$ cat src/design/lac_pkg.sv
// shared constants, command codes and carriers for the ascii command interpreter
// assumes a byte stream link already framed into characters outside this block
package lac_pkg;

   localparam logic [7:0] CHAR_CR = 8'h0D;
   localparam logic [7:0] CHAR_LF = 8'h0A;
   localparam logic [7:0] CHAR_SPACE = 8'h20;
   localparam logic [7:0] CHAR_COLON = 8'h3A;
   localparam logic [7:0] CHAR_ZERO = 8'h30;
   localparam logic [95:0] ERR_TEXT = 96'h436F_6D6D_616E_6420_4572_7221;
   localparam logic [3:0] ERR_LEN = 4'hC;
   localparam logic [2:0] NAME_MAX = 3'h4;

   localparam logic [31:0] NAME_SET_UP = 32'h0053_5554;
   localparam logic [31:0] NAME_SET_DOWN = 32'h0053_4454;
   localparam logic [31:0] NAME_READ_UP = 32'h0052_5554;
   localparam logic [31:0] NAME_READ_DOWN = 32'h0052_4454;
   localparam logic [31:0] NAME_PROG_BEGIN = 32'h5053_5254;
   localparam logic [31:0] NAME_PROG_HALT = 32'h5053_5450;
   localparam logic [31:0] NAME_CAL_ON = 32'h0045_434D;
   localparam logic [31:0] NAME_CAL_OFF = 32'h0044_434D;
   localparam logic [31:0] NAME_STATUS = 32'h0053_5441;

   localparam int BIT_EMISSION = 2;
   localparam int BIT_EXT_ANALOG = 4;
   localparam int BIT_POWER_CORR = 5;
   localparam int BIT_READY = 9;
   localparam int BIT_LEAK_1 = 13;
   localparam int BIT_LEAK_2 = 14;
   localparam int BIT_SLOW_RAMP = 20;
   localparam int BIT_REMOTE = 21;
   localparam int BIT_FLOW_1 = 26;
   localparam int BIT_RED_EXT = 27;
   localparam int BIT_FLOW_2 = 28;
   localparam int BIT_INTERLOCK = 30;

   localparam logic [31:0] STATUS_RESET = 32'h0000_0000;
   localparam logic [7:0] PROG_RESET = 8'h00;

   typedef enum logic [3:0] {
      CMD_NONE = 4'h0,
      CMD_SET_UP = 4'h1,
      CMD_SET_DOWN = 4'h2,
      CMD_READ_UP = 4'h3,
      CMD_READ_DOWN = 4'h4,
      CMD_PROG_BEGIN = 4'h5,
      CMD_PROG_HALT = 4'h6,
      CMD_CAL_ON = 4'h7,
      CMD_CAL_OFF = 4'h8,
      CMD_STATUS = 4'h9
   } lac_cmd_t;

   // laser condition inputs; otherBits carries the remaining status positions
   typedef struct packed {
      logic emissionOn;
      logic extAnalogOn;
      logic laserReady;
      logic leak1;
      logic leak2;
      logic slowRampOn;
      logic remoteMode;
      logic flowAlarm1;
      logic flowAlarm2;
      logic redExternal;
      logic interlockBad;
      logic [31:0] otherBits;
   } lac_status_pins_t;

   function automatic lac_cmd_t lac_decode(input logic [31:0] name);
      case (name)
         NAME_SET_UP: lac_decode = CMD_SET_UP;
         NAME_SET_DOWN: lac_decode = CMD_SET_DOWN;
         NAME_READ_UP: lac_decode = CMD_READ_UP;
         NAME_READ_DOWN: lac_decode = CMD_READ_DOWN;
         NAME_PROG_BEGIN: lac_decode = CMD_PROG_BEGIN;
         NAME_PROG_HALT: lac_decode = CMD_PROG_HALT;
         NAME_CAL_ON: lac_decode = CMD_CAL_ON;
         NAME_CAL_OFF: lac_decode = CMD_CAL_OFF;
         NAME_STATUS: lac_decode = CMD_STATUS;
         default: lac_decode = CMD_NONE;
      endcase
   endfunction

endpackage

$ cat src/design/lac_cmd_interp.sv
// ascii command interpreter: ramp times, program run, calibration, status
// assumes rx and tx character handshakes come from logic on sys_clk
`timescale 1ns/10ps
module lac_cmd_interp #(
   parameter int RAMP_W = 16
) (
   input wire logic sys_clk,
   input wire logic reset_n,
   input wire logic rxValid,
   input wire logic [7:0] rxData,
   output logic rxReady,
   output logic txValid,
   output logic [7:0] txData,
   input wire logic txReady,
   input wire lac_pkg::lac_status_pins_t statusPins,
   output logic [RAMP_W-1:0] rampUpMs,
   output logic [RAMP_W-1:0] rampDownMs,
   output logic programRun,
   output logic [7:0] programNumber,
   output logic calibrationOn,
   output logic [31:0] deviceStatusWord
);
   typedef enum logic [2:0] {
      ST_COLLECT = 3'b000,
      ST_NAME = 3'b001,
      ST_WAIT_NUM = 3'b010,
      ST_DIGITS = 3'b011,
      ST_ERROR = 3'b100,
      ST_CR = 3'b101
   } lac_phase_t;

   typedef struct packed {
      lac_phase_t phase;
      logic [31:0] nameBuf;
      logic [2:0] nameLen;
      logic [31:0] numVal;
      logic numSeen;
      logic sepSeen;
      logic bad;
      logic rxReady;
      logic txValid;
      logic [7:0] txData;
      logic [3:0] idx;
      logic sendNum;
      logic [31:0] numOut;
      logic convStart;
      logic [RAMP_W-1:0] rampUp;
      logic [RAMP_W-1:0] rampDown;
      logic progRun;
      logic [7:0] progNum;
      logic calib;
      logic [31:0] statusSnap;
   } lac_state_t;

   lac_state_t s;
   lac_state_t next_s;
   lac_pkg::lac_status_pins_t pinsSync;
   logic [39:0] bcd;
   logic convDone;
   logic [31:0] statusNow;
   logic [7:0] rxChar;
   logic step;
   lac_pkg::lac_cmd_t cmd;
   logic argOk;

   function automatic logic [7:0] to_upper(input logic [7:0] c);
      to_upper = (c >= 8'h61 && c <= 8'h7A) ? 8'(c - 8'h20) : c;
   endfunction

   function automatic logic is_letter(input logic [7:0] c);
      is_letter = c >= 8'h41 && c <= 8'h5A;
   endfunction

   function automatic logic is_digit(input logic [7:0] c);
      is_digit = c >= 8'h30 && c <= 8'h39;
   endfunction

   function automatic logic [3:0] top_digit(input logic [39:0] b);
      top_digit = 4'h0;
      for (int i = 1; i < 10; i++) begin
         if (b[4*i +: 4] != 4'h0) begin
            top_digit = 4'(i);
         end
      end
   endfunction

   function automatic logic [7:0] digit_char(input logic [39:0] b, input logic [3:0] i);
      digit_char = 8'(lac_pkg::CHAR_ZERO + {4'h0, b[4*i +: 4]});
   endfunction

   lac_sync #(
      .W($bits(lac_pkg::lac_status_pins_t))
   ) u_sync (
      .sys_clk(sys_clk),
      .reset_n(reset_n),
      .asyncIn(statusPins),
      .syncOut(pinsSync)
   );

   lac_bin2dec #(
      .W(32),
      .D(10)
   ) u_dec (
      .sys_clk(sys_clk),
      .reset_n(reset_n),
      .start(s.convStart),
      .value(s.numOut),
      .bcd(bcd),
      .done(convDone)
   );

   // status word, bit n weighs two to the n
   always_comb begin
      statusNow = pinsSync.otherBits;
      statusNow[lac_pkg::BIT_EMISSION] = pinsSync.emissionOn;
      statusNow[lac_pkg::BIT_EXT_ANALOG] = pinsSync.extAnalogOn;
      statusNow[lac_pkg::BIT_POWER_CORR] = s.calib;
      statusNow[lac_pkg::BIT_READY] = pinsSync.laserReady;
      statusNow[lac_pkg::BIT_LEAK_1] = pinsSync.leak1;
      statusNow[lac_pkg::BIT_LEAK_2] = pinsSync.leak2;
      statusNow[lac_pkg::BIT_SLOW_RAMP] = pinsSync.slowRampOn;
      statusNow[lac_pkg::BIT_REMOTE] = pinsSync.remoteMode;
      statusNow[lac_pkg::BIT_FLOW_1] = pinsSync.flowAlarm1;
      statusNow[lac_pkg::BIT_FLOW_2] = pinsSync.flowAlarm2;
      statusNow[lac_pkg::BIT_RED_EXT] = pinsSync.redExternal;
      statusNow[lac_pkg::BIT_INTERLOCK] = pinsSync.interlockBad;
   end

   assign rxChar = to_upper(rxData);
   assign step = !s.txValid || txReady;
   assign cmd = s.bad ? lac_pkg::CMD_NONE : lac_pkg::lac_decode(s.nameBuf);
   assign argOk = (cmd == lac_pkg::CMD_SET_UP || cmd == lac_pkg::CMD_SET_DOWN ||
                   cmd == lac_pkg::CMD_PROG_BEGIN) ? s.numSeen : !s.numSeen;

   always_comb begin
      next_s = s;
      next_s.convStart = 1'b0;
      case (s.phase)
         ST_COLLECT: begin
            if (rxValid) begin
               if (rxChar == lac_pkg::CHAR_CR) begin
                  next_s.rxReady = 1'b0;
                  next_s.txValid = 1'b1;
                  next_s.nameBuf = '0;
                  next_s.nameLen = 3'h0;
                  next_s.numVal = '0;
                  next_s.numSeen = 1'b0;
                  next_s.sepSeen = 1'b0;
                  next_s.bad = 1'b0;
                  next_s.sendNum = 1'b0;
                  if (cmd == lac_pkg::CMD_NONE || !argOk) begin
                     next_s.phase = ST_ERROR;
                     next_s.txData = lac_pkg::ERR_TEXT[95 -: 8];
                     next_s.idx = 4'h1;
                  end else begin
                     next_s.phase = ST_NAME;
                     next_s.txData = s.nameBuf[8*({1'b0, s.nameLen} - 4'h1) +: 8];
                     next_s.idx = 4'({1'b0, s.nameLen} - 4'h1);
                     next_s.nameBuf = s.nameBuf;
                     next_s.nameLen = s.nameLen;
                     case (cmd)
                        lac_pkg::CMD_SET_UP: begin
                           next_s.rampUp = s.numVal[RAMP_W-1:0];
                           next_s.numOut = 32'(s.numVal[RAMP_W-1:0]);
                           next_s.sendNum = 1'b1;
                        end
                        lac_pkg::CMD_SET_DOWN: begin
                           next_s.rampDown = s.numVal[RAMP_W-1:0];
                           next_s.numOut = 32'(s.numVal[RAMP_W-1:0]);
                           next_s.sendNum = 1'b1;
                        end
                        lac_pkg::CMD_READ_UP: begin
                           next_s.numOut = 32'(s.rampUp);
                           next_s.sendNum = 1'b1;
                        end
                        lac_pkg::CMD_READ_DOWN: begin
                           next_s.numOut = 32'(s.rampDown);
                           next_s.sendNum = 1'b1;
                        end
                        lac_pkg::CMD_PROG_BEGIN: begin
                           next_s.progRun = 1'b1;
                           next_s.progNum = s.numVal[7:0];
                           next_s.numOut = 32'(s.numVal[7:0]);
                           next_s.sendNum = 1'b1;
                        end
                        lac_pkg::CMD_PROG_HALT: next_s.progRun = 1'b0;
                        lac_pkg::CMD_CAL_ON: next_s.calib = 1'b1;
                        lac_pkg::CMD_CAL_OFF: next_s.calib = 1'b0;
                        lac_pkg::CMD_STATUS: begin
                           next_s.statusSnap = statusNow;
                           next_s.numOut = statusNow;
                           next_s.sendNum = 1'b1;
                        end
                        default: next_s.sendNum = 1'b0;
                     endcase
                     next_s.convStart = next_s.sendNum;
                  end
               end else if (rxChar == lac_pkg::CHAR_LF) begin
                  next_s.bad = s.bad;
               end else if (is_letter(rxChar)) begin
                  if (s.sepSeen || s.numSeen || s.nameLen == lac_pkg::NAME_MAX) begin
                     next_s.bad = 1'b1;
                  end else begin
                     next_s.nameBuf = {s.nameBuf[23:0], rxChar};
                     next_s.nameLen = 3'(s.nameLen + 3'h1);
                  end
               end else if (rxChar == lac_pkg::CHAR_SPACE) begin
                  next_s.sepSeen = s.nameLen != 3'h0;
               end else if (is_digit(rxChar)) begin
                  next_s.numSeen = 1'b1;
                  next_s.sepSeen = 1'b1;
                  next_s.numVal = 32'(s.numVal * 32'h0000_000A + {28'h000_0000, rxChar[3:0]});
               end else begin
                  next_s.bad = 1'b1;
               end
            end
         end
         ST_NAME: begin
            if (step) begin
               if (s.idx != 4'h0) begin
                  next_s.idx = 4'(s.idx - 4'h1);
                  next_s.txData = s.nameBuf[8*(s.idx - 4'h1) +: 8];
               end else if (s.sendNum) begin
                  next_s.txData = lac_pkg::CHAR_COLON;
                  next_s.phase = ST_WAIT_NUM;
               end else begin
                  next_s.txData = lac_pkg::CHAR_CR;
                  next_s.phase = ST_CR;
               end
            end
         end
         ST_WAIT_NUM: begin
            if (step) begin
               if (convDone) begin
                  next_s.txValid = 1'b1;
                  next_s.idx = top_digit(bcd);
                  next_s.txData = digit_char(bcd, top_digit(bcd));
                  next_s.phase = ST_DIGITS;
               end else begin
                  next_s.txValid = 1'b0;
               end
            end
         end
         ST_DIGITS: begin
            if (step) begin
               if (s.idx == 4'h0) begin
                  next_s.txData = lac_pkg::CHAR_CR;
                  next_s.phase = ST_CR;
               end else begin
                  next_s.idx = 4'(s.idx - 4'h1);
                  next_s.txData = digit_char(bcd, 4'(s.idx - 4'h1));
               end
            end
         end
         ST_ERROR: begin
            if (step) begin
               if (s.idx == lac_pkg::ERR_LEN) begin
                  next_s.txData = lac_pkg::CHAR_CR;
                  next_s.phase = ST_CR;
               end else begin
                  next_s.txData = lac_pkg::ERR_TEXT[95 - 8*s.idx -: 8];
                  next_s.idx = 4'(s.idx + 4'h1);
               end
            end
         end
         ST_CR: begin
            if (step) begin
               next_s.txValid = 1'b0;
               next_s.rxReady = 1'b1;
               next_s.nameBuf = '0;
               next_s.nameLen = 3'h0;
               next_s.phase = ST_COLLECT;
            end
         end
         default: next_s.phase = ST_COLLECT;
      endcase
   end

   always_ff @(posedge sys_clk or negedge reset_n) begin
      if (!reset_n) begin
         s <= '{phase: ST_COLLECT, nameBuf: '0, nameLen: 3'h0, numVal: '0,
                numSeen: 1'b0, sepSeen: 1'b0, bad: 1'b0, rxReady: 1'b1,
                txValid: 1'b0, txData: 8'h00, idx: 4'h0, sendNum: 1'b0,
                numOut: '0, convStart: 1'b0, rampUp: '0, rampDown: '0,
                progRun: 1'b0, progNum: lac_pkg::PROG_RESET, calib: 1'b0,
                statusSnap: lac_pkg::STATUS_RESET};
      end else begin
         s <= next_s;
      end
   end

   assign rxReady = s.rxReady;
   assign txValid = s.txValid;
   assign txData = s.txData;
   assign rampUpMs = s.rampUp;
   assign rampDownMs = s.rampDown;
   assign programRun = s.progRun;
   assign programNumber = s.progNum;
   assign calibrationOn = s.calib;
   assign deviceStatusWord = s.statusSnap;

   logic crTaken;
   assign crTaken = s.phase == ST_COLLECT && rxValid && rxChar == lac_pkg::CHAR_CR;
endmodule

$ cat src/design/lac_sync.sv
// two flip-flop synchroniser for a vector of slow levels
// assumes each bit changes far slower than sys_clk
`timescale 1ns/10ps
module lac_sync #(
   parameter int W = 8
) (
   input wire logic sys_clk,
   input wire logic reset_n,
   input wire logic [W-1:0] asyncIn,
   output logic [W-1:0] syncOut
);
   logic [W-1:0] stage1;

   always_ff @(posedge sys_clk or negedge reset_n) begin
      if (!reset_n) begin
         stage1 <= '0;
         syncOut <= '0;
      end else begin
         stage1 <= asyncIn;
         syncOut <= stage1;
      end
   end
endmodule

$ cat src/design/lac_bin2dec.sv
// sequential binary to packed bcd converter, one bit per clock
// assumes start is a one-cycle pulse; done stays high until the next start
`timescale 1ns/10ps
module lac_bin2dec #(
   parameter int W = 32,
   parameter int D = 10
) (
   input wire logic sys_clk,
   input wire logic reset_n,
   input wire logic start,
   input wire logic [W-1:0] value,
   output logic [4*D-1:0] bcd,
   output logic done
);
   logic [W-1:0] bin;
   logic [5:0] count;
   logic busy;
   logic [4*D-1:0] adj;

   always_comb begin
      adj = bcd;
      for (int i = 0; i < D; i++) begin
         if (bcd[4*i +: 4] > 4'h4) begin
            adj[4*i +: 4] = 4'(bcd[4*i +: 4] + 4'h3);
         end
      end
   end

   always_ff @(posedge sys_clk or negedge reset_n) begin
      if (!reset_n) begin
         bin <= '0;
         bcd <= '0;
         count <= 6'h00;
         busy <= 1'b0;
         done <= 1'b0;
      end else if (start) begin
         bin <= value;
         bcd <= '0;
         count <= 6'(W);
         busy <= 1'b1;
         done <= 1'b0;
      end else if (busy) begin
         bcd <= {adj[4*D-2:0], bin[W-1]};
         bin <= {bin[W-2:0], 1'b0};
         count <= 6'(count - 6'h01);
         if (count == 6'h01) begin
            busy <= 1'b0;
            done <= 1'b1;
         end
      end
   end
endmodule

$ cat config.mk
export PLATFORM = sky130hd
export DESIGN_NAME = lac_cmd_interp
export DESIGN_NICKNAME = d
export VERILOG_FILES = /design/src/design/lac_pkg.sv /design/src/design/lac_cmd_interp.sv /design/src/design/lac_sync.sv /design/src/design/lac_bin2dec.sv
export SDC_FILE = /design/constraint.sdc
export NUM_CORES = 1
export LEC_CHECK = 0
export ABC_CLOCK_PERIOD_IN_PS = 6800
export CAP_MARGIN = 10
export CORE_ASPECT_RATIO = 2
export CORE_UTILIZATION = 40
export CTS_CLUSTER_SIZE = 12
export DETAILED_ROUTE_END_ITERATION = 16
export DONT_BUFFER_PORTS = 1
export SLEW_MARGIN = 30
export SYNTH_ARGS = -nofsm -noshare
export SYNTH_HDL_FRONTEND = slang
export SYNTH_SLANG_ARGS = --single-unit
$ cat constraint.sdc
create_clock -name sys_clk -period 6.8 [get_ports sys_clk]
set_input_delay 1.02 -clock sys_clk [delete_from_list [all_inputs] [get_ports sys_clk]]
set_output_delay 1.02 -clock sys_clk [all_outputs]
set_load 0.05 [all_outputs]
==> impl_metrics.env, run 1 <==
export IMPL_final_hold_viol_count=0
export IMPL_viasPerCell=5.90
export IMPL_floorplan_die_height_um=297
export IMPL_clk_pin_slew_ns=0.07
export IMPL_fin_setup_tns_ns=0
export IMPL_clock_skew_ns=0.0128
export IMPL_period_needed_ns=5.07
export IMPL_synth_edf_count=0
export IMPL_cts_tree="done"
export IMPL_pin_count=139
export IMPL_postCtsSetupBuffers=0
export IMPL_p_leak_nw=8.10
export IMPL_yosysWarnings=0
export IMPL_power_density_nw_per_um2=281
export IMPL_post_cts_resized=0
export IMPL_drive_above_1_share=0.145
export IMPL_dp_cells=2038
export IMPL_layout_nets=1635
export IMPL_place_congestion=0.950
export IMPL_h_tree_depth=2
export IMPL_clkSinkCount=321
export IMPL_gr_usage_all_layers=0.211
export IMPL_clk_latency_ns=0.53
export IMPL_critPathLaunchType="flip-flop"
export IMPL_core_um2=42700
export IMPL_critPathSlowestCell="nor4bb_1"
export IMPL_grt_max_degree=322
export IMPL_dp_hpwl_um=32800
export IMPL_met2_usage=0.395
export IMPL_diodes=0
export IMPL_tightest_slew_ns=0.996
export IMPL_drv_slew=0
export IMPL_hold_class="in2async"
export IMPL_holdWs_ns=0.189
export IMPL_met1_usage=0.212
export IMPL_critPathMaxStageDelay_ns=0.82
export IMPL_avgRoutedWirePerCell_um=21.9
export IMPL_ir_drop_mv=0.249
export IMPL_antenna_found_initial=1
export IMPL_drc_errors=0
export IMPL_synth_cells=1644
export IMPL_syn_num_nets=1750
export IMPL_top_usage_layer="met2"
export IMPL_critPathKind="reg2reg"
export IMPL_grt_pass1_wl_um=72800
export IMPL_setup_violations_final=0
export IMPL_initial_utilization=0.408
export IMPL_yosys_most_used_dff="dfrtp_1"
export IMPL_firstDrtPassIters=5
export IMPL_io_buffer_count=0
export IMPL_synth_seq_cells=321
export IMPL_layout_commonest_cell="dfrtp_1"
export IMPL_die_w_um=150
export IMPL_root_buffer="clkbuf_16"
export IMPL_cts_made_buffers=34
export IMPL_drt_initial_drc_count=730
export IMPL_wl_um=45700
export IMPL_max_freq_mhz=197
export IMPL_ys_seq_area_frac=0.461
export IMPL_rows=107
export IMPL_required_ns=7.20
export IMPL_syn_area_um2=17400
export IMPL_status="completed"
export IMPL_synthArstFlopShare=1.00
export IMPL_mostFrequentLayoutCells="dfrtp_1, nand2_1, nor2_1"
export IMPL_rsz0062_at_grt="false"
export IMPL_cp_cell_sequence="nor4bb_1 > nand3_1 > a211o_1 > a21oi_1 > a21o_1 > a221o_1 > buf_4 > nand3_2 > mux2_2"
export IMPL_fin_util=0.429
export IMPL_area_growth_pct=5.22
export IMPL_vias=12300
export IMPL_relSlewSlack=0.334
export IMPL_post_route_period_util=0.745
export IMPL_yosysUniqueCellTypes=81
export IMPL_end_kind="flip-flop"
export IMPL_grt_overflow_total=0
export IMPL_cp_arrival_ns=5.47
export IMPL_avgSynthCellArea_um2=10.6
export IMPL_cts_path_max_buffers=3
export IMPL_crit_path_max_fanout=33
export IMPL_gr_usage_met3=0.0333
export IMPL_stdcell_count=2088
export IMPL_die_area_um2=44400
export IMPL_grt_pass1_vias=12900
export IMPL_cap_violations=0
export IMPL_ctsHoldBuffers=0
export IMPL_ant_nets=0
-- logic make-up (layout without fill, tap and decap cells) --
| logic type | count (synthesis) | count (layout) | synth area share |
|---|---|---|---|
| and+or+nand+nor | 454 | 454 | 0.136 |
| AOI/OAI and AO/OA | 375 | 375 | 0.153 |
| DFF | 321 | 321 | 0.461 |
| buffers and inverters | 235 | 134 | 0.0708 |
| muxes | 163 | 163 | 0.119 |
| adders and majority gates | 51 | 51 | 0.0375 |
| xor gates and xnor gates | 45 | 45 | 0.0226 |
-- registers in the layout, summed over array words and instances (netlist names), 6 cells and up --
name and flops:
s 95, u_dec.bcd 40, deviceStatusWord 32, u_dec.bin 32, u_sync.stage1 31, u_sync.syncOut 31, rampDownMs 16, rampUpMs 16
programNumber 8, txData 8, u_dec.count 6
-- per-stage QoR --
stage               setup slack (ns)  power, W  instance area (um^2)
global route                    1.42   0.00539                 18300
CTS                             1.69   0.00520                 18300
global placement                1.50   0.00335                 17300
finish                          1.73   0.00515                 18300
detailed placement              1.71   0.00337                 17300
floorplan                       3.05   0.00306                 17400
-- routing by layer --
layer	share of wire	wire, um	vias up
li1	-	-	5649
met1	0.34	15700	6159
met2	0.55	25300	364
met3	0.043	1960	136
met4	0.062	2830	2
met5	0.00026	12	-
-- critical path, delay by kind of cell, from the launching register on --
family                 cells  cell delay (ns)
AND/OR/NAND/NOR            3             1.94
flip-flops                 1             0.55
AO/OA/AOI/OAI              4             1.50
buffers and inverters      1             0.38
multiplexers               1             0.55
-- synthesized netlist by cell type, types with 49 or more instances --
cell      count  area [um^2]
dfrtp_1     320         8010
nand2_1     124          465
nor2_1       96          360
o21ai_0      88          440
buf_4        85          638
a21oi_1      72          360
inv_1        69          259
mux2i_1      69          691
mux2_2       59          664
clkbuf_1     54          203
nand3_1      50          250
ha_1         49          613
-- layout make-up --
type / count / area, um^2
Fill cell: 4016 / 24400
Multi-Input combinational cell: 1088 / 8190
Clock buffer: 44 / 930
Sequential cell: 321 / 8040
Tap cell: 545 / 682
Inverter: 69 / 259
Clock inverter: 6 / 106
Timing Repair Buffer: 15 / 116
-- worst paths after layout --
| path | slack, ns | depth (start not counted) | endpoint | start |
|---|---|---|---|---|
| min in group sys_clk | 0.35 | 0 | u_sync.syncOut[1] | u_sync.stage1[1] |
| hold / removal | 0.19 | 0 | s[182] | reset_n |
| hold reg to reg | 0.35 | 0 | u_sync.syncOut[1] | u_sync.stage1[1] |
| setup / recovery | 1.73 | 9 | s[80] | s[168] |
| max in group asynchronous | 5.97 | 0 | u_sync.stage1[15] | reset_n |
| setup reg to reg | 1.73 | 9 | s[80] | s[168] |
-- power by group --
part	leakage, nW	switching, W	internal (W)
Sequential	4.23	0.000290	0.00203
Clock	0.504	0.000757	0.00104
Combinational	3.37	0.000559	0.000477
Total	8.10	0.00161	0.00354
No activity file was read; power rests on OpenSTA's default activity.
==> run 2, diff against run 1 <==
--- a/config.mk
+++ b/config.mk
@@ -5,7 +5,7 @@
 export SDC_FILE = /design/constraint.sdc
 export NUM_CORES = 1
 export LEC_CHECK = 0
-export ABC_CLOCK_PERIOD_IN_PS = 6800
+export ABC_CLOCK_PERIOD_IN_PS = 5250
 export CAP_MARGIN = 10
 export CORE_ASPECT_RATIO = 2
 export CORE_UTILIZATION = 40
==> constraint.sdc (replaced) <==
create_clock -name sys_clk -period 5.25 [get_ports sys_clk]
set_input_delay 0.7875 -clock sys_clk [delete_from_list [all_inputs] [get_ports sys_clk]]
set_output_delay 0.7875 -clock sys_clk [all_outputs]
set_load 0.05 [all_outputs]
==> run 2 against run 1 <==
  * Sequential share of layout area is 0.24 points lower
  * Global-route usage is 0.31 points lower
  * Wire length is 0.28% lower
  * Combinational power is 30% higher
  * Total power is 30% higher
  * Largest cell class unchanged
  * Critical path depth is 1 higher
  * Sequential power is 30% higher
  * Critical path type unchanged
  * Cell area is 0.54% higher
  * Non-clock buffer count is 12 higher
==> impl_metrics.env, run 2 (synthesis results as in run 1) <==
export IMPL_h_tree_depth=2
export IMPL_core_um2=42700
export IMPL_die_w_um=150
export IMPL_place_congestion=0.931
export IMPL_cap_violations=0
export IMPL_critPathKind="reg2reg"
export IMPL_p_leak_nw=8.16
export IMPL_ir_drop_mv=0.283
export IMPL_mostFrequentLayoutCells="dfrtp_1, nand2_1, nor2_1"
export IMPL_antenna_found_initial=1
export IMPL_power_density_nw_per_um2=364
export IMPL_drv_slew=0
export IMPL_cts_tree="done"
export IMPL_fin_util=0.431
export IMPL_avgRoutedWirePerCell_um=21.7
export IMPL_post_cts_resized=0
export IMPL_grt_overflow_total=0
export IMPL_required_ns=5.65
export IMPL_fin_setup_tns_ns=0
export IMPL_ant_nets=0
export IMPL_layout_nets=1647
export IMPL_diodes=0
export IMPL_relSlewSlack=0.331
export IMPL_cts_made_buffers=34
export IMPL_clk_latency_ns=0.53
export IMPL_layout_commonest_cell="dfrtp_1"
export IMPL_pin_count=139
export IMPL_vias=12300
export IMPL_clkSinkCount=321
export IMPL_initial_utilization=0.408
export IMPL_rows=107
export IMPL_crit_path_max_fanout=20
export IMPL_setup_violations_final=0
export IMPL_cp_arrival_ns=4.92
export IMPL_largest_reg_flops=95
export IMPL_grt_pass1_vias=12700
export IMPL_die_area_um2=44400
export IMPL_end_kind="flip-flop"
export IMPL_drc_errors=0
export IMPL_rsz0062_at_grt="false"
export IMPL_drive_above_1_share=0.150
export IMPL_gr_usage_all_layers=0.208
export IMPL_viasPerCell=5.87
export IMPL_drt_initial_drc_count=715
export IMPL_period_needed_ns=4.52
export IMPL_grt_max_degree=322
export IMPL_post_route_period_util=0.861
export IMPL_critPathLaunchType="flip-flop"
export IMPL_clk_pin_slew_ns=0.07
export IMPL_wl_um=45600
export IMPL_status="completed"
export IMPL_hold_class="in2async"
export IMPL_area_growth_pct=5.79
export IMPL_max_freq_mhz=221
export IMPL_root_buffer="clkbuf_16"
export IMPL_grt_pass1_wl_um=71600
export IMPL_final_hold_viol_count=0
export IMPL_reg_largest_list="s (95), u_dec.bcd (40)"
export IMPL_cts_path_max_buffers=3
export IMPL_postCtsSetupBuffers=0
export IMPL_io_buffer_count=0
export IMPL_floorplan_die_height_um=297
export IMPL_tightest_slew_ns=1.00
export IMPL_dp_hpwl_um=32500
export IMPL_clock_skew_ns=0.0159
export IMPL_firstDrtPassIters=8
export IMPL_regMostFlops="s"
[run 2: worst paths after layout]
path	from	end	slack, ns	cells past startpoint
worst max-delay path	s[184]	deviceStatusWord[13]	0.73	10
worst min-delay path	reset_n	calibrationOn	0.05	0
worst max register to register	s[184]	deviceStatusWord[13]	0.73	10
worst min register to register	u_sync.stage1[22]	u_sync.syncOut[22]	0.34	0
max in group asynchronous	reset_n	u_dec.bcd[34]	4.47	1
min in group sys_clk	statusPins[24]	u_sync.stage1[24]	0.28	0
[run 2: metrics by stage]
stage,power (W),hold slack [ns],instances,instance area [um^2],setup slack [ns]
after floorplan,0.00397,0.331,1644,17400,1.50
after global placement,0.00434,0.332,2047,17300,0.896
after detailed placement,0.00437,0.335,2048,17300,0.846
after CTS,0.00674,-0.0294,2098,18400,0.845
after global routing,0.00700,0.0188,2100,18400,0.632
final,0.00670,0.0500,2100,18400,0.732
[run 2: routing by layer]
layer,up-vias,share of wire,routed length [um],GRT usage
li1,5682,-,-,-
met5,-,0.00029,13,0
met1,6154,0.34,15400,0.209
met2,347,0.55,25100,0.388
met4,2,0.064,2940,0.127
met3,137,0.048,2180,0.0345
[run 2: final cells by class]
type | count | area [um^2]
clock buffer | 43 | 936
clock inverter | 7 | 108
tap | 545 | 682
timing repair buffer | 27 | 225
sequential | 321 | 8040
inverter | 69 | 259
fill | 3986 | 24300
multi-input combinational | 1088 | 8170
[run 2: power breakdown]
part | internal, W | leakage (nW) | switching, W
logic | 0.000628 | 3.42 | 0.000723
clock network | 0.00135 | 0.513 | 0.000994
registers | 0.00263 | 4.23 | 0.000377
[run 2: worst max-delay path: stages (launching register included)]
cell	delay (ns)
dfrtp_1	0.44
nor4_1	0.68
nand4_1	0.42
or4b_2	0.81
and3_4	0.23
a21o_1	0.22
a221o_1	0.47
buf_4	0.31
nand2_2	0.12
buf_4	0.28
mux2_2	0.37
==> run 3, diff against run 2 <==
==> constraint.sdc (replaced) <==
create_clock -name sys_clk -period 5.25 [get_ports sys_clk]
set_input_delay 1.05 -clock sys_clk [delete_from_list [all_inputs] [get_ports sys_clk]]
set_output_delay 1.05 -clock sys_clk [all_outputs]
set_load 0.05 [all_outputs]
==> run 3 against run 2 <==
  * Sequential share of layout area increased by 0.092 points
  * Fmax up 4.8%
  * Combinational power is essentially flat
  * First-iteration DRC count rose by 12%
  * Worst setup slack better by 0.21 ns
  * Core utilization decreased by 0.091 points
  * Critical path depth down 1
  * Highest routed layer is now met4
==> impl_metrics.env, run 3 (synthesis results as in run 1) <==
export IMPL_status="completed"
export IMPL_period_needed_ns=4.31
export IMPL_io_buffer_count=0
export IMPL_floorplan_die_height_um=297
export IMPL_hold_class="in2async"
export IMPL_rows=107
export IMPL_fin_util=0.430
export IMPL_top_layer_used="met4"
export IMPL_cap_violations=0
export IMPL_grt_pass1_vias=13100
export IMPL_rr_worst_depth=9
export IMPL_drc_errors=0
export IMPL_wl_um=45800
export IMPL_cts_path_max_buffers=3
export IMPL_grt_pass1_wl_um=72400
export IMPL_root_buffer="clkbuf_16"
export IMPL_ant_nets=0
export IMPL_antenna_found_initial=2
export IMPL_core_um2=42700
export IMPL_reg_largest_list="s (95), u_dec.bcd (40)"
export IMPL_setup_violations_final=0
export IMPL_avgRoutedWirePerCell_um=21.8
export IMPL_tightest_slew_ns=1.34
export IMPL_clock_skew_ns=0.0154
export IMPL_wl_met1_um=15400
export IMPL_relSlewSlack=0.106
export IMPL_grt_max_degree=322
export IMPL_p_leak_nw=8.13
export IMPL_fin_area_um2=18400
export IMPL_drv_slew=0
export IMPL_placed_area_um2=17300
export IMPL_holdWs_ns=0.242
export IMPL_required_ns=5.66
export IMPL_grt_overflow_total=0
export IMPL_post_cts_resized=0
export IMPL_h_tree_depth=2
export IMPL_firstDrtPassIters=6
export IMPL_gr_usage_all_layers=0.210
export IMPL_mostFrequentLayoutCells="dfrtp_1, nand2_1, nor2_1"
export IMPL_layout_commonest_cell="dfrtp_1"
export IMPL_rsz0062_at_grt="false"
export IMPL_area_growth_pct=5.57
export IMPL_clkSinkCount=321
export IMPL_vias=12400
export IMPL_initial_utilization=0.408
export IMPL_die_w_um=150
export IMPL_clk_latency_ns=0.54
export IMPL_die_area_um2=44400
export IMPL_crit_path_max_fanout=12
export IMPL_postCtsSetupBuffers=0
export IMPL_drive_above_1_share=0.149
export IMPL_layout_nets=1645
export IMPL_regMostFlops="s"
export IMPL_ctsHoldBuffers=0
export IMPL_viasPerCell=5.90
export IMPL_drt_initial_drc_count=800
export IMPL_critPathLaunchType="flip-flop"
export IMPL_cts_made_buffers=34
export IMPL_final_hold_viol_count=0
export IMPL_fin_setup_tns_ns=0
export IMPL_cp_arrival_ns=4.72
export IMPL_dp_hpwl_um=33200
export IMPL_largest_reg_flops=95
export IMPL_met3WireLength_um=2090
export IMPL_pin_count=139
export IMPL_cts_tree="done"
export IMPL_clk_pin_slew_ns=0.06
export IMPL_ir_drop_mv=0.313
export IMPL_place_congestion=0.921
export IMPL_wl_met2_um=25400
export IMPL_critPathKind="reg2reg"
export IMPL_end_kind="flip-flop"
export IMPL_max_freq_mhz=232
export IMPL_post_route_period_util=0.821
export IMPL_power_density_nw_per_um2=363
## run 3: stage by stage
step           total power, W  cells  worst slack (ns)
3_3_place_gp          0.00435   2047              1.04
2_1_floorplan         0.00397   1644              1.50
4_1_cts               0.00674   2097             0.941
3_5_place_dp          0.00437   2048             0.961
5_1_grt               0.00697   2098             0.627
6_report              0.00667   2099             0.938
## run 3: per-layer routing
| metal | vias up | track usage |
|---|---|---|
| met1 | 6214 | 0.208 |
| met5 | - | 0 |
| met3 | 151 | 0.0337 |
| li1 | 5691 | - |
| met4 | 0 | 0.130 |
| met2 | 329 | 0.396 |
## run 3: layout make-up
class                           count  area [um^2]
Fill cell                        3936        24300
Antenna cell                        2         5.00
Multi-Input combinational cell   1088         8180
Timing Repair Buffer               25          188
Clock inverter                      7          110
Tap cell                          545          682
Clock buffer                       42          922
Inverter                           69          259
Sequential cell                   321         8040
## run 3: where the power goes
| part | switching, W | total [W] | internal [W] |
|---|---|---|---|
| clock network | 0.000994 | 0.00233 | 0.00134 |
| registers | 0.000372 | 0.00300 | 0.00263 |
| logic | 0.000713 | 0.00134 | 0.000622 |
| total | 0.00208 | 0.00667 | 0.00459 |
## run 3: critical path, stage by stage, from the launching register on
cell and delay [ns]:
dfrtp_1 0.44, nor4b_1 0.76, nand4_1 0.27, or4b_2 0.76, and3_4 0.24, a21o_1 0.21, a221o_1 0.53, nand2_2 0.33
buf_4 0.27, mux2_2 0.36
## run 3: worst paths after layout
kind / from / end / slack [ns]
min reg2reg: u_sync.stage1[0] / u_sync.syncOut[0] / 0.35
max reg2reg: s[173] / deviceStatusWord[5] / 0.94
max: s[173] / deviceStatusWord[5] / 0.94
min in group sys_clk: u_sync.stage1[0] / u_sync.syncOut[0] / 0.35
min: reset_n / s[158] / 0.24
max in group asynchronous: reset_n / u_dec.busy / 3.92
